### config.mk
export PLATFORM = sky130hd
export DESIGN_NAME = rail_monitor_svs_safety_reaction
export DESIGN_NICKNAME = d
export VERILOG_FILES = /design/src/rail_pkg.sv /design/src/rail_filter_if.sv /design/src/rail_fault_filter.sv /design/src/rail_scaling_check.sv /design/src/rail_monitor_svs_safety_reaction.sv
export VERILOG_INCLUDE_DIRS = /design/src /design/src/src
export SDC_FILE = /design/constraint.sdc
export NUM_CORES = 1
export LEC_CHECK = 0
export ABC_AREA = 1
export BUFFER_PORTS_ARGS = -buffer_cell sky130_fd_sc_hd__buf_2
export CAP_MARGIN = 20
export CORE_MARGIN = 5
export CORE_UTILIZATION = 39
export DETAILED_ROUTE_END_ITERATION = 8
export PLACE_DENSITY_LB_ADDON = 0.08
export SETUP_SLACK_MARGIN = 0.4
export SLEW_MARGIN = 25
export SYNTH_ARGS = -nofsm -noshare
export SYNTH_HDL_FRONTEND = slang
export SYNTH_SLANG_ARGS = --single-unit
### constraint.sdc
create_clock -name hclk -period 1.7 [get_ports hclk]
set_input_delay 0.17 -clock hclk [delete_from_list [all_inputs] [get_ports hclk]]
set_output_delay 0.17 -clock hclk [all_outputs]
set_load 0.02 [all_outputs]
### src/rail_defines.svh
/*
 * Shared constants of the rail supervisor: clock rate, filter times,
 * register offsets, reset values and regulator identities.
 * Assumes a 125 MHz hclk and byte addresses on a 32-bit AHB-Lite bus.
 */
`ifndef RAIL_DEFINES_SVH
`define RAIL_DEFINES_SVH

// clock rate and filter times in microseconds
`define RAIL_CLK_MHZ 125
`define RAIL_OV_SHORT_US 25
`define RAIL_OV_LONG_US 45
`define RAIL_UV_T0_US 5
`define RAIL_UV_T1_US 15
`define RAIL_UV_T2_US 25
`define RAIL_UV_T3_US 40
`define RAIL_CNT_W 13
`define RAIL_OV_SHORT_CYC 13'(`RAIL_OV_SHORT_US * `RAIL_CLK_MHZ)
`define RAIL_UV_T0_CYC 13'(`RAIL_UV_T0_US * `RAIL_CLK_MHZ)
`define RAIL_UV_T1_CYC 13'(`RAIL_UV_T1_US * `RAIL_CLK_MHZ)
`define RAIL_UV_T2_CYC 13'(`RAIL_UV_T2_US * `RAIL_CLK_MHZ)

// threshold in tenths of a percent: base plus step per fuse code
`define RAIL_TH_BASE 7'h19
`define RAIL_TH_STEP 7'h05

// register byte offsets
`define RAIL_ADDR_REACT_A 8'h00
`define RAIL_ADDR_REACT_B 8'h04
`define RAIL_ADDR_SCALING 8'h08
`define RAIL_ADDR_FLAGS 8'h0C
`define RAIL_ADDR_AUX_SEL0 8'h10
`define RAIL_ADDR_AUX_SEL1 8'h14
`define RAIL_ADDR_AUX_SEL2 8'h18
`define RAIL_ADDR_AUX_SEL3 8'h1C

// reset values: over fields 10, under fields 01
`define RAIL_REACT_A_RST 12'h666
`define RAIL_REACT_B_RST 4'h6
`define RAIL_AUX_SEL_RST 16'hFFFF

// field positions
`define RAIL_SCL_CODE_LSB 0
`define RAIL_SCL_CMPL_LSB 8
`define RAIL_SCL_SIGN_BIT 16
`define RAIL_SCL_REJ_BIT 24
`define RAIL_FLAG_UV_LSB 8

// regulator identities
`define RAIL_REG_ID_CORE 4'h4
`define RAIL_REG_ID_HV 4'h8
`define RAIL_REG_ID_EXT 4'hF
`define RAIL_IO_FUSE_EXT 3'h7

`endif

### src/rail_pkg.sv
/*
 * Types of the rail supervisor: state structs of every module.
 * Assumes rail_defines.svh for widths that these types mirror.
 */
package rail_pkg;

	typedef logic [1:0] reaction_t;
	typedef logic [3:0] reg_id_t;

	typedef struct packed {
		logic [12:0] over_cnt;
		logic [12:0] under_cnt;
		logic over_fault;
		logic under_fault;
		logic over_rise;
		logic under_rise;
	} filter_state_t;

	typedef struct packed {
		logic [5:0] code;
		logic raise;
		logic rejected;
		logic accepted;
	} scaling_state_t;

	typedef struct packed {
		logic [11:0] react_a;
		logic [3:0] react_b;
		logic [15:0] aux_sel;
		logic [6:0] ov_flag;
		logic [6:0] uv_flag;
		logic wr_pend;
		logic rd_pend;
		logic [7:0] addr;
		logic [31:0] rdata;
		logic ready;
		logic fs_n;
		logic rst_n;
		logic cnt_pulse;
		logic [8:0] reg_off;
		logic [6:0] core_ov_th;
		logic [6:0] core_uv_th;
		logic [6:0] io_ov_th;
		logic [6:0] io_uv_th;
		logic [6:0] hv_ov_th;
		logic [6:0] hv_uv_th;
		logic io_3v3;
		logic hv_dac;
		logic hv_3v3;
	} top_state_t;

endpackage

### src/rail_filter_if.sv
/*
 * Link between the supervisor and one fault filter.
 * Assumes both ends run on hclk.
 */
interface rail_filter_if;
	logic enable;
	logic over_raw;
	logic under_raw;
	logic over_sel;
	logic [1:0] under_sel;
	logic over_fault;
	logic under_fault;
	logic over_rise;
	logic under_rise;

	modport filter (
		input enable, over_raw, under_raw, over_sel, under_sel,
		output over_fault, under_fault, over_rise, under_rise
	);
	modport monitor (
		output enable, over_raw, under_raw, over_sel, under_sel,
		input over_fault, under_fault, over_rise, under_rise
	);
endinterface

### src/rail_fault_filter.sv
/*
 * Persistence filter for one monitor: over and under comparator
 * levels must stand for the selected time before a fault is declared.
 * Assumes comparator levels synchronous to hclk.
 */
`include "rail_defines.svh"

module rail_fault_filter #(
	parameter int unsigned OV_LONG_CYCLES = 5625,
	parameter int unsigned UV_LONGEST_CYCLES = 5000
) (
	// clock and reset
	input logic hclk,
	input logic hresetn,
	// monitor side
	rail_filter_if.filter mon
);

	localparam logic [12:0] OV_LONG_C = 13'(OV_LONG_CYCLES);
	localparam logic [12:0] UV_LONG_C = 13'(UV_LONGEST_CYCLES);

	rail_pkg::filter_state_t s_q;
	rail_pkg::filter_state_t s_d;
	logic [12:0] ov_limit;
	logic [12:0] uv_limit;

	always_comb begin
		s_d = s_q;
		s_d.over_rise = 1'b0;
		s_d.under_rise = 1'b0;
		ov_limit = mon.over_sel ? OV_LONG_C : `RAIL_OV_SHORT_CYC;
		unique case (mon.under_sel)
			2'h0: uv_limit = `RAIL_UV_T0_CYC;
			2'h1: uv_limit = `RAIL_UV_T1_CYC;
			2'h2: uv_limit = `RAIL_UV_T2_CYC;
			2'h3: uv_limit = UV_LONG_C;
		endcase
		// disabled monitor holds everything clear
		if (!mon.enable || !mon.over_raw) begin
			s_d.over_cnt = '0;
			s_d.over_fault = 1'b0;
		end else if (!s_q.over_fault) begin
			if (s_q.over_cnt == ov_limit - 13'h0001) begin
				s_d.over_fault = 1'b1;
				s_d.over_rise = 1'b1;
			end else begin
				s_d.over_cnt = s_q.over_cnt + 13'h0001;
			end
		end
		if (!mon.enable || !mon.under_raw) begin
			s_d.under_cnt = '0;
			s_d.under_fault = 1'b0;
		end else if (!s_q.under_fault) begin
			if (s_q.under_cnt == uv_limit - 13'h0001) begin
				s_d.under_fault = 1'b1;
				s_d.under_rise = 1'b1;
			end else begin
				s_d.under_cnt = s_q.under_cnt + 13'h0001;
			end
		end
	end

	always_ff @(posedge hclk or negedge hresetn) begin
		if (!hresetn) begin
			s_q <= '0;
		end else begin
			s_q <= s_d;
		end
	end

	assign mon.over_fault = s_q.over_fault;
	assign mon.under_fault = s_q.under_fault;
	assign mon.over_rise = s_q.over_rise;
	assign mon.under_rise = s_q.under_rise;

endmodule

### src/rail_scaling_check.sv
/*
 * Static voltage scaling command check: complement test, clamp to
 * the fused step limit and sign restriction.
 * Assumes the write strobe is already gated to the init phase.
 */
`include "rail_defines.svh"

module rail_scaling_check (
	// clock and reset
	input logic hclk,
	input logic hresetn,
	// command
	input logic cmd_valid,
	input logic [5:0] cmd_code,
	input logic [5:0] cmd_complement,
	input logic cmd_raise,
	// fuses
	input logic [5:0] step_limit_fuse,
	input logic bidirectional_fuse,
	// result
	output logic [5:0] applied_code,
	output logic applied_raise,
	output logic rejected,
	output logic accepted
);

	rail_pkg::scaling_state_t s_q;
	rail_pkg::scaling_state_t s_d;

	always_comb begin
		s_d = s_q;
		s_d.accepted = 1'b0;
		if (cmd_valid) begin
			if (cmd_complement == ~cmd_code) begin
				// thermometer limit is also the highest code
				s_d.code = (cmd_code > step_limit_fuse) ?
					step_limit_fuse : cmd_code;
				s_d.raise = bidirectional_fuse & cmd_raise;
				s_d.rejected = 1'b0;
				s_d.accepted = 1'b1;
			end else begin
				s_d.rejected = 1'b1;
			end
		end
	end

	always_ff @(posedge hclk or negedge hresetn) begin
		if (!hresetn) begin
			s_q <= '0;
		end else begin
			s_q <= s_d;
		end
	end

	assign applied_code = s_q.code;
	assign applied_raise = s_q.raise;
	assign rejected = s_q.rejected;
	assign accepted = s_q.accepted;

endmodule

### src/rail_monitor_svs_safety_reaction.sv
/*
 * Rail supervisor: fault filters of core, IO, high-voltage linear and
 * four auxiliary monitors, reaction on the fail-safe and reset outputs,
 * regulator shutdown on overvoltage and static voltage scaling.
 * Assumes a single AHB-Lite master and comparators synchronous to hclk.
 */
`include "rail_defines.svh"

module rail_monitor_svs_safety_reaction #(
	parameter int unsigned OV_LONG_CYCLES =
		`RAIL_OV_LONG_US * `RAIL_CLK_MHZ,
	parameter int unsigned UV_LONGEST_CYCLES =
		`RAIL_UV_T3_US * `RAIL_CLK_MHZ
) (
	// clock and reset
	input logic hclk,
	input logic hresetn,
	// ahb-lite slave
	input logic hsel,
	input logic [31:0] haddr,
	input logic [1:0] htrans,
	input logic hwrite,
	input logic [2:0] hsize,
	input logic [31:0] hwdata,
	input logic hready,
	output logic [31:0] hrdata,
	output logic hreadyout,
	output logic hresp,
	// fail-safe state machine
	input logic safety_init_phase,
	input logic safety_monitor_enable,
	// comparators: 0 core, 1 io, 2 hv linear, 3..6 aux
	input logic [6:0] over_raw,
	input logic [6:0] under_raw,
	// core fuses
	input logic [3:0] core_over_threshold_fuse,
	input logic [3:0] core_under_threshold_fuse,
	input logic core_over_filter_fuse,
	input logic [1:0] core_under_filter_fuse,
	// io fuses
	input logic [3:0] io_over_threshold_fuse,
	input logic [3:0] io_under_threshold_fuse,
	input logic io_over_filter_fuse,
	input logic [1:0] io_under_filter_fuse,
	input logic [2:0] io_source_select_fuse,
	input logic io_nominal_level_fuse,
	// hv linear fuses
	input logic [3:0] hv_linear_over_threshold_fuse,
	input logic [3:0] hv_linear_under_threshold_fuse,
	input logic hv_linear_over_filter_fuse,
	input logic [1:0] hv_linear_under_filter_fuse,
	input logic hv_linear_mode_fuse,
	input logic hv_linear_level_fuse,
	// aux filter fuses, one per input
	input logic [3:0] aux_over_filter_fuse,
	input logic [7:0] aux_under_filter_fuse,
	// scaling fuses
	input logic [5:0] scaling_step_limit_fuse,
	input logic scaling_bidirectional_fuse,
	// safety outputs
	output logic failsafe_output_n,
	output logic reset_output_n,
	output logic fault_count_pulse,
	// regulator shutdown, index = regulator id, 8 = hv linear
	output logic [8:0] regulator_off,
	// thresholds in tenths of a percent
	output logic [6:0] core_over_threshold,
	output logic [6:0] core_under_threshold,
	output logic [6:0] io_over_threshold,
	output logic [6:0] io_under_threshold,
	output logic [6:0] hv_linear_over_threshold,
	output logic [6:0] hv_linear_under_threshold,
	// references
	output logic io_ref_3v3,
	output logic hv_linear_ref_tracks_dac,
	output logic hv_linear_ref_3v3,
	// static voltage scaling, shared by converter and core monitor
	output logic [5:0] scaling_offset_code,
	output logic scaling_offset_polarity,
	output logic scaling_rejected
);

	rail_pkg::top_state_t s_q;
	rail_pkg::top_state_t s_d;

	rail_filter_if fif [7] ();

	logic [6:0] ov_fault;
	logic [6:0] uv_fault;
	logic [6:0] ov_rise;
	logic [6:0] uv_rise;
	logic [6:0] ov_sel;
	logic [13:0] uv_sel;
	logic scaling_wr;
	logic scaling_accepted;
	logic take;

	assign ov_sel = {aux_over_filter_fuse, hv_linear_over_filter_fuse,
		io_over_filter_fuse, core_over_filter_fuse};
	assign uv_sel = {aux_under_filter_fuse, hv_linear_under_filter_fuse,
		io_under_filter_fuse, core_under_filter_fuse};

	// one filter per monitor
	genvar g;
	generate
		for (g = 0; g < 7; g++) begin : g_mon
			assign fif[g].enable = safety_monitor_enable;
			assign fif[g].over_raw = over_raw[g];
			assign fif[g].under_raw = under_raw[g];
			assign fif[g].over_sel = ov_sel[g];
			assign fif[g].under_sel = uv_sel[2 * g +: 2];
			assign ov_fault[g] = fif[g].over_fault;
			assign uv_fault[g] = fif[g].under_fault;
			assign ov_rise[g] = fif[g].over_rise;
			assign uv_rise[g] = fif[g].under_rise;
			rail_fault_filter #(
				.OV_LONG_CYCLES(OV_LONG_CYCLES),
				.UV_LONGEST_CYCLES(UV_LONGEST_CYCLES)
			) u_filter (
				.hclk(hclk),
				.hresetn(hresetn),
				.mon(fif[g])
			);
		end
	endgenerate

	// scaling writes only count during the init phase
	assign scaling_wr = s_q.wr_pend && safety_init_phase &&
		(s_q.addr == `RAIL_ADDR_SCALING);

	rail_scaling_check u_scaling (
		.hclk(hclk),
		.hresetn(hresetn),
		.cmd_valid(scaling_wr),
		.cmd_code(hwdata[`RAIL_SCL_CODE_LSB +: 6]),
		.cmd_complement(hwdata[`RAIL_SCL_CMPL_LSB +: 6]),
		.cmd_raise(hwdata[`RAIL_SCL_SIGN_BIT]),
		.step_limit_fuse(scaling_step_limit_fuse),
		.bidirectional_fuse(scaling_bidirectional_fuse),
		.applied_code(scaling_offset_code),
		.applied_raise(scaling_offset_polarity),
		.rejected(scaling_rejected),
		.accepted(scaling_accepted)
	);

	assign take = hsel && hready && htrans[1];

	always_comb begin
		rail_pkg::reaction_t ov_react;
		rail_pkg::reaction_t uv_react;
		rail_pkg::reg_id_t src_id;
		logic fs_req;
		logic rst_req;
		logic cnt_req;
		logic [13:0] flag_clr;
		ov_react = '0;
		uv_react = '0;
		src_id = '0;
		fs_req = 1'b0;
		rst_req = 1'b0;
		cnt_req = 1'b0;
		flag_clr = '0;
		s_d = s_q;

		// address phase; reads take one wait state
		s_d.wr_pend = take && hwrite;
		s_d.rd_pend = take && !hwrite;
		s_d.ready = !(take && !hwrite);
		if (take) begin
			s_d.addr = {haddr[7:2], 2'b00};
		end

		// write data phase
		if (s_q.wr_pend) begin
			unique case (s_q.addr)
				`RAIL_ADDR_REACT_A: begin
					if (safety_init_phase) begin
						s_d.react_a = hwdata[11:0];
					end
				end
				`RAIL_ADDR_REACT_B: begin
					if (safety_init_phase) begin
						s_d.react_b = hwdata[3:0];
					end
				end
				`RAIL_ADDR_FLAGS: begin
					flag_clr = {hwdata[`RAIL_FLAG_UV_LSB +: 7], hwdata[6:0]};
				end
				`RAIL_ADDR_AUX_SEL0: s_d.aux_sel[3:0] = hwdata[3:0];
				`RAIL_ADDR_AUX_SEL1: s_d.aux_sel[7:4] = hwdata[3:0];
				`RAIL_ADDR_AUX_SEL2: s_d.aux_sel[11:8] = hwdata[3:0];
				`RAIL_ADDR_AUX_SEL3: s_d.aux_sel[15:12] = hwdata[3:0];
				default: begin
				end
			endcase
		end

		// read data phase, after any write of the cycle before
		if (s_q.rd_pend) begin
			s_d.rdata = '0;
			unique case (s_q.addr)
				`RAIL_ADDR_REACT_A: s_d.rdata[11:0] = s_q.react_a;
				`RAIL_ADDR_REACT_B: s_d.rdata[3:0] = s_q.react_b;
				`RAIL_ADDR_SCALING: begin
					s_d.rdata[`RAIL_SCL_CODE_LSB +: 6] = scaling_offset_code;
					s_d.rdata[`RAIL_SCL_CMPL_LSB +: 6] = ~scaling_offset_code;
					s_d.rdata[`RAIL_SCL_SIGN_BIT] = scaling_offset_polarity;
					s_d.rdata[`RAIL_SCL_REJ_BIT] = scaling_rejected;
				end
				`RAIL_ADDR_FLAGS: begin
					s_d.rdata[6:0] = s_q.ov_flag;
					s_d.rdata[`RAIL_FLAG_UV_LSB +: 7] = s_q.uv_flag;
				end
				`RAIL_ADDR_AUX_SEL0: s_d.rdata[3:0] = s_q.aux_sel[3:0];
				`RAIL_ADDR_AUX_SEL1: s_d.rdata[3:0] = s_q.aux_sel[7:4];
				`RAIL_ADDR_AUX_SEL2: s_d.rdata[3:0] = s_q.aux_sel[11:8];
				`RAIL_ADDR_AUX_SEL3: s_d.rdata[3:0] = s_q.aux_sel[15:12];
				default: s_d.rdata = '0;
			endcase
		end

		// sticky flags; a new fault wins over a clear in the same cycle
		s_d.ov_flag = (s_q.ov_flag & ~flag_clr[6:0]) | ov_rise;
		s_d.uv_flag = (s_q.uv_flag & ~flag_clr[13:7]) | uv_rise;

		// reaction per monitor; aux inputs share one field pair
		s_d.reg_off = '0;
		for (int m = 0; m < 7; m++) begin
			if (m < 3) begin
				ov_react = s_q.react_a[4 * m +: 2];
				uv_react = s_q.react_a[4 * m + 2 +: 2];
			end else begin
				ov_react = s_q.react_b[1:0];
				uv_react = s_q.react_b[3:2];
			end
			// decode: 00 none, 01 failsafe, 1x failsafe and reset
			fs_req = fs_req | (s_q.ov_flag[m] && ov_react != 2'b00);
			fs_req = fs_req | (s_q.uv_flag[m] && uv_react != 2'b00);
			rst_req = rst_req | (s_q.ov_flag[m] && ov_react[1]);
			rst_req = rst_req | (s_q.uv_flag[m] && uv_react[1]);
			// a no-action fault leaves the error counter alone
			cnt_req = cnt_req | (ov_rise[m] && ov_react != 2'b00);
			cnt_req = cnt_req | (uv_rise[m] && uv_react != 2'b00);

			if (m == 0) begin
				src_id = `RAIL_REG_ID_CORE;
			end else if (m == 1) begin
				src_id = (io_source_select_fuse == `RAIL_IO_FUSE_EXT) ?
					`RAIL_REG_ID_EXT : {1'b0, io_source_select_fuse};
			end else if (m == 2) begin
				src_id = `RAIL_REG_ID_HV;
			end else begin
				src_id = s_q.aux_sel[4 * (m - 3) +: 4];
			end
			// level, so the regulator stays off while the fault stands
			for (int r = 0; r < 9; r++) begin
				// external id never matches: flag only
				if (ov_fault[m] && src_id == 4'(r)) begin
					s_d.reg_off[r] = 1'b1;
				end
			end
		end
		// fail-safe and reset outputs held while the flag stands
		s_d.fs_n = !fs_req;
		s_d.rst_n = !rst_req;
		s_d.cnt_pulse = cnt_req;

		// thresholds straight from the fuses
		s_d.core_ov_th = `RAIL_TH_BASE +
			7'(`RAIL_TH_STEP * core_over_threshold_fuse);
		s_d.core_uv_th = `RAIL_TH_BASE +
			7'(`RAIL_TH_STEP * core_under_threshold_fuse);
		s_d.io_ov_th = `RAIL_TH_BASE +
			7'(`RAIL_TH_STEP * io_over_threshold_fuse);
		s_d.io_uv_th = `RAIL_TH_BASE +
			7'(`RAIL_TH_STEP * io_under_threshold_fuse);
		s_d.hv_ov_th = `RAIL_TH_BASE +
			7'(`RAIL_TH_STEP * hv_linear_over_threshold_fuse);
		s_d.hv_uv_th = `RAIL_TH_BASE +
			7'(`RAIL_TH_STEP * hv_linear_under_threshold_fuse);

		s_d.io_3v3 = io_nominal_level_fuse;
		// switch mode tracks the converter dac, fixed at 0.8 V
		s_d.hv_dac = !hv_linear_mode_fuse;
		s_d.hv_3v3 = hv_linear_mode_fuse && hv_linear_level_fuse;
	end

	always_ff @(posedge hclk or negedge hresetn) begin
		if (!hresetn) begin
			s_q <= '{
				react_a: `RAIL_REACT_A_RST,
				react_b: `RAIL_REACT_B_RST,
				aux_sel: `RAIL_AUX_SEL_RST,
				ready: 1'b1,
				fs_n: 1'b1,
				rst_n: 1'b1,
				default: '0
			};
		end else begin
			s_q <= s_d;
		end
	end

	assign hrdata = s_q.rdata;
	assign hreadyout = s_q.ready;
	assign hresp = 1'b0;
	assign failsafe_output_n = s_q.fs_n;
	assign reset_output_n = s_q.rst_n;
	assign fault_count_pulse = s_q.cnt_pulse;
	assign regulator_off = s_q.reg_off;
	assign core_over_threshold = s_q.core_ov_th;
	assign core_under_threshold = s_q.core_uv_th;
	assign io_over_threshold = s_q.io_ov_th;
	assign io_under_threshold = s_q.io_uv_th;
	assign hv_linear_over_threshold = s_q.hv_ov_th;
	assign hv_linear_under_threshold = s_q.hv_uv_th;
	assign io_ref_3v3 = s_q.io_3v3;
	assign hv_linear_ref_tracks_dac = s_q.hv_dac;
	assign hv_linear_ref_3v3 = s_q.hv_3v3;

endmodule

* After elaboration in Yosys (flattened, before gate mapping)
Cells that the tools add are included.
** Operators by class
- Order comparisons :: 1
- Reductions and logical operators :: 170
- Equality and inequality tests :: 112
- Multipliers :: 6
- Bitwise logic cells :: 48
- Add/sub/neg operators :: 34
- Multiplexer cells :: 187
** Operators with widths (count)
- 13-bit two-way mux :: 49
- 13-bit case mux with 4 select lines :: 7
- 13-bit by 1-bit adder with 13-bit output (second input constant) :: 14
- 13-bit equality test :: 14
- 13-bit by 1-bit subtractor with 13-bit output (second input constant) :: 14
- 1-bit two-way mux :: 122
- 1-bit logical AND :: 94
- 4-bit by 3-bit equality test with 1-bit output (second input constant) :: 20
- 5-bit by 7-bit adder with 7-bit output (first input constant) :: 6
- 3-bit by 4-bit multiplier with 7-bit output (first input constant) :: 6
- 4-bit by 2-bit equality test with 1-bit output (second input constant) :: 10
- 1-bit bitwise OR :: 39
- 2-bit AND reduction :: 19
- 4-bit case mux with 8 select lines :: 1
- 2-bit equality test (second input constant) :: 14
- 14-bit two-way mux :: 2
- 2-bit by 1-bit inequality test with 1-bit output (second input constant) :: 14
- 2-bit inequality test (second input constant) :: 14
- 6-bit by 3-bit equality test with 1-bit output (second input constant) :: 4
- 4-bit by 1-bit equality test with 1-bit output (second input constant) :: 5
- 4-bit equality test (second input constant) :: 5
- 1-bit zero test :: 20
- 4-bit zero test :: 5
- 2-bit nonzero test :: 8
- 21 further kinds :: 52
** Storage, ports and cells
- Word-level logic and storage cells :: 629
- Register bits after elaboration :: 347

* Depth between registers and ports, before layout
- Word-level depth :: 16
- Gate-level depth with buffers :: 14
- Gate-level depth less buffers :: 13

* Modules after synthesis
A second synthesis with hierarchy kept.
** Second synthesis, totals
- Cell total of the unflattened synthesis :: 3376
- Area total of the unflattened synthesis :: 23593.9 um^2
** Modules (own cells, without submodules)
- rail_fault_filter :: cells each 349, area an instance 2232.1 um^2, instances 7
- rail_monitor_svs_safety_reaction :: cells each 836, area an instance 7283.2 um^2, instances 1
- rail_scaling_check :: cells each 97, area an instance 685.7 um^2, instances 1

* Worst setup path before layout
Ideal clock, no wire load.
- Path kind :: input to register
- Start point :: input port core_under_filter_fuse[0]
- End point :: register g_mon[0].u_filter.s_q[8] (netlist bit)
- Stages on the path :: 12
- Buffers on the path :: 2
- Library setup time :: 117 ps
- Arrival time :: 1458 ps
- Path slack :: 125 ps
- Cell sequence :: ha_1 > buf_2 > or2_2 > nand2_1 > nand2_1 > nand2_1 > nor2_1 > nand3_1 > nand2_2 > buf_4 > nand2_1 > nand2_1
** On the way
- Longest elaborated chain between the ends :: 6
- Elaborated cells on any way between the ends :: 9
- Those cells by class :: add/sub: 1; eq/ne: 5; mux: 1; reduce/logical: 2
** RTL lines
- from (decl) :: line rail_monitor_svs_safety_reaction.sv:39 : input logic [1:0] core_under_filter_fuse,
- 2-bit equality test, or another cell as far along :: line rail_fault_filter.sv:32 : unique case (mon.under_sel)
- 13-bit case mux with 4 select lines (*) :: line rail_fault_filter.sv:32
- 13-bit by 1-bit subtractor with 13-bit output (*) :: line rail_fault_filter.sv:54 : if (s_q.under_cnt == uv_limit - 13'h0001) begin
- 13-bit equality test (*) :: line rail_fault_filter.sv:54
- 2-bit by 1-bit inequality test with 1-bit output (no source line) (*)
- 2-bit AND reduction (no source line) (*)
- to (signal assigned) :: line rail_fault_filter.sv:65 : s_q <= '0;
- to (signal assigned) :: line rail_fault_filter.sv:67 : s_q <= s_d;
- to (decl) :: line rail_fault_filter.sv:22 : rail_pkg::filter_state_t s_q;
Every way passes the cells marked *; elsewhere a longest branch is shown, timed or not.
A chain may end at the register's enable or synchronous reset.

* Worst setup path after layout
- Start point :: register g_mon[0].u_filter.s_q[17] (netlist bit)
- End point :: register g_mon[0].u_filter.s_q[29] (netlist bit)
** On the way
- Longest elaborated chain between the ends :: 4
- Elaborated cells on any way between the ends :: 7
- Those cells by class :: add/sub: 1; eq/ne: 2; mux: 3; reduce/logical: 1
** RTL lines
- 13-bit by 1-bit adder with 13-bit output :: line rail_fault_filter.sv:47 : s_d.over_cnt = s_q.over_cnt + 13'h0001;
- 13-bit two-way mux :: line rail_fault_filter.sv:43 : if (s_q.over_cnt == ov_limit - 13'h0001) begin
- 13-bit two-way mux :: line rail_fault_filter.sv:42 : end else if (!s_q.over_fault) begin
- 13-bit two-way mux :: line rail_fault_filter.sv:39 : if (!mon.enable || !mon.over_raw) begin
Parallel ways exist; a longest one is shown, timed or not. The select of a mux whose other input is x is not followed.

==> results.md <==
* Maximum clock path buffer count at 3
* RSZ-0062 raised after global routing: yes
* Fin Setup TNS at 0 ns
* Crit path arrival time at 2.03 ns
* Initial core utilization at 39.2%
* GRT met2 Usage at 34.5%
* Placeable core area at 58700 um2
* Net Sw Frac at 27.0%
* Area contributors post-synth: dfrtp_1, nand2_1, nor2_1
* Yosys warns at 0
* R2r endpoint: g_mon[0].u_filter.s_q[29]
* Post-Route Skew at 0.0166 ns
* Fin. Hold Viols at 0
* DRT Wirelength at 69.0 mm
* Initial antenna violation count at 4
* Sequential share of the synthesized area at 37.9%
* Vias after detailed routing at 22800
* Cell Rows at 89
* Die width at 253 um
* Flop-to-flop setup slack at 0.12 ns
* Status: finished, final reports clean
* Min cycle time layout at 1.58 ns
* Placement Setup Slack at -0.0732 ns
* CP peak stage delay at 0.39 ns
* CP Class: register to register
* Antenna Nets Post-Route at 0
* Max cap viols at 0
* Die Area at 63900 um2
* Crit share post-route at 92.8%
* Die Y at 253 um
* Top_reg_cell synth: dfrtp_1
* Post-synth ARST share at 100%
* Iteration count of the initial detailed-routing pass at 7
* EDFF count, synth at 0
* Clock power frac at 44.8%
* Crit path to: g_mon[0].u_filter.s_q[29]
* Tightest Hold Check Type: primary input to register
* Sequential share of power at 40.1%
* Area Growth Syn to Fin at 40.5%
* Pin count of the biggest net entering global routing at 59
* Syn Area/Cell at 7.04 um2
* Placer Congestion at 0.912
* Final WS setup at 0.122 ns
* Worst r2r src: g_mon[0].u_filter.s_q[17]
* Latest clock arrival within the worst-skew pair at 0.58 ns
* Via/cell ratio at 4.97
* VDD IR max at 783 uV
* Area share of the largest cell type after synthesis at 34.8%
* CTS tree: built
* FMAX at 0.634 GHz
* DRT iter0 DRCs at 1137
* Pwr dens at 688 nW/um2
* Port Buffers at 184
* Crit. Startpoint: g_mon[0].u_filter.s_q[17]
* Met1 Usage GRT at 28.1%
* Most frequent cell on the critical path: nand2_2
* Met3 Use GR at 2.85%
* WP data required at 2.16 ns
* Synth Instances at 3268
* Global-route wire length before repair at 110 mm
* Max stage delay cell, worst path: dfrtp_1
* Total GRT Usage at 20.6%
* Synth Cell Area at 23000 um2
* Worst-path maximum fanout at 6
* Top Ports at 247
* Hold slack at 0.0345 ns
* Number of H-tree levels at 2
* Final Max Tran Viols at 0
* Final #Nets at 4036
* Largest area contributor in the netlist: dfrtp_1
* Vias in the first global route at 21900
* Power, Total at 22.2 mW
* Worst-path cell chain: inv_2 > ha_4 > nand2_2 > nor3_2 > nand4_1 > nand2_2 > buf_12 > buf_8 > o21ai_2
* Layout cells sized above 1 at 33.5%
* #FFs+latches synth at 347
* CP endpoint kind: register
* Total gr overflow at 0
* WL/cell at 15.1 um
* Startpoint types: register
* Num Clock Sinks at 347
* R2R depth at 9
* Gr busiest metal: met2
* CTS root buf: clkbuf_16
* Comb pwr share at 15.1%
* Internal at 16.2 mW
* Worst-path clk slew at 0.06 ns
* Psw at 6.01 mW
* DP HPWL at 47.9 mm
* Drt drc at 0
* Finish-stage setup viols at 0
* Leak pwr at 15.1 nW
* TritonCTS buffer count at 45
* Synth unique cells at 47
[cells by family after synthesis]
family	count (synthesis)	synth area share (%)
buf+inv	516	10.1
simple gates	1874	33.8
mux	3	0.147
flops	347	37.9
xor+xnor	119	4.53
compound gates	291	6.97
other cells	1	0.0163
fa+ha+maj	117	6.56
[layout make-up]
type | instances | area (um2)
fill | 5517 | 26400
multi-input combinational | 2427 | 14500
sequential | 347 | 8810
timing repair buffer | 590 | 5030
inverter | 360 | 1430
clock buffer | 67 | 1360
tap | 773 | 967
clock inverter | 16 | 200
antenna | 1 | 2.50
[per-stage QoR]
step / instances / util, % / area [um2]
4_1_cts: 4513 / 52.2 / 30600
6_report: 4581 / 55.1 / 32300
5_1_grt: 4580 / 55.0 / 32300
3_5_place_dp: 4230 / 44.1 / 25900
3_3_place_gp: 4230 / 44.1 / 25900
2_1_floorplan: 3283 / - / 23900
[worst max-delay path: cells and delay by family, from the launching register on]
kind | cells | cell delay, ns
buf+inv | 3 | 0.33
flops | 1 | 0.39
compound gates | 1 | 0.05
simple gates | 4 | 0.57
fa+ha+maj | 1 | 0.13
[state kept, by name, summed over array words and instances (netlist names), 6 cells and up]
signal                          cells
g_mon.u_filter.s_q                182
s_q                                54
hrdata                             17
regulator_off                       9
core_over_threshold                 7
core_under_threshold                7
g_mon.u_filter.mon.over_fault       7
g_mon.u_filter.mon.over_rise        7
g_mon.u_filter.mon.under_fault      7
g_mon.u_filter.mon.under_rise       7
hv_linear_over_threshold            7
hv_linear_under_threshold           7
io_over_threshold                   7
io_under_threshold                  7
u_scaling.applied_code              6
[power by group through the flow]
stage                     Clock [mW]  Combinational [mW]  Sequential [mW]
after floorplan                    0                1.90             8.95
after global placement             0                2.67             9.00
after detailed placement           0                2.71             9.01
after CTS                       10.3                3.26             8.91
after global routing            10.6                3.72             8.95
final                           9.97                3.35             8.91
[layout by cell type (no fill, tap or decap), types with 31 or more instances in the layout]
cell type and n:
ha_4 34, nand2_1 893, nand3_1 172, nand2_2 126
inv_2 73, o21ai_2 52, nor2_1 325, o21ai_0 68
buf_4 267, inv_1 265, dfrtp_2 72, dlygate4sd3_1 62
nand2_4 31, buf_2 133, ha_1 65, xnor2_1 31
dfrtp_1 248, nand3_2 92, clkbuf_16 52, o21ai_1 77
xor2_1 87, buf_6 92, nand4_1 82, nor2_2 35
nor3_1 38
[routing by layer]
| metal | share of wire, % | vias to the layer above | wire, um |
|---|---|---|---|
| li1 | - | 11400 | - |
| met1 | 45 | 10800 | 30900 |
| met2 | 49 | 463 | 33500 |
| met3 | 4.1 | 127 | 2830 |
| met4 | 2.5 | 4 | 1700 |
| met5 | 0.033 | - | 23 |
[synthesized netlist by cell type, drive strengths merged, types with 4 or more instances]
library cell  number
nand3b            13
a21o               5
a22oi              6
nand2           1052
inv              355
o21ai            197
o21bai            12
clkbuf            39
buf              117
a31o               4
o211ai             5
dfstp             27
a21oi             36
clkinv             5
xor2              87
fa                 6
dfrtp            320
ha               111
o22ai             13
xnor2             32
or2                7
nand4             82
nor2             382
nor3              55
nand3            280
[worst min-delay path by stage]
stage | start | end | slack, ns | cells after the start
after floorplan | hresetn | core_over_threshold[0] | -0.13 | 0
after global placement | hresetn | g_mon[6].u_filter.s_q[27] | 0.09 | 1
after detailed placement | hresetn | g_mon[6].u_filter.s_q[27] | 0.09 | 1
after CTS | io_over_threshold_fuse[0] | io_over_threshold[2] | 0.006 | 3
after global routing | core_over_threshold_fuse[0] | core_over_threshold[1] | 0.03 | 3
final | core_over_threshold_fuse[0] | core_over_threshold[1] | 0.03 | 3
[what timing repair did]
action | CTS | global route
pin swaps | 92 | 156
gates cloned | 13 | 7
setup buffers | 125 | 60
hold endpoints to repair | 386 | 0
hold buffers | 62 | 0
resized for setup | 483 | 351
setup endpoints to repair | 330 | 342
No activity file was read; power rests on OpenSTA's default activity.
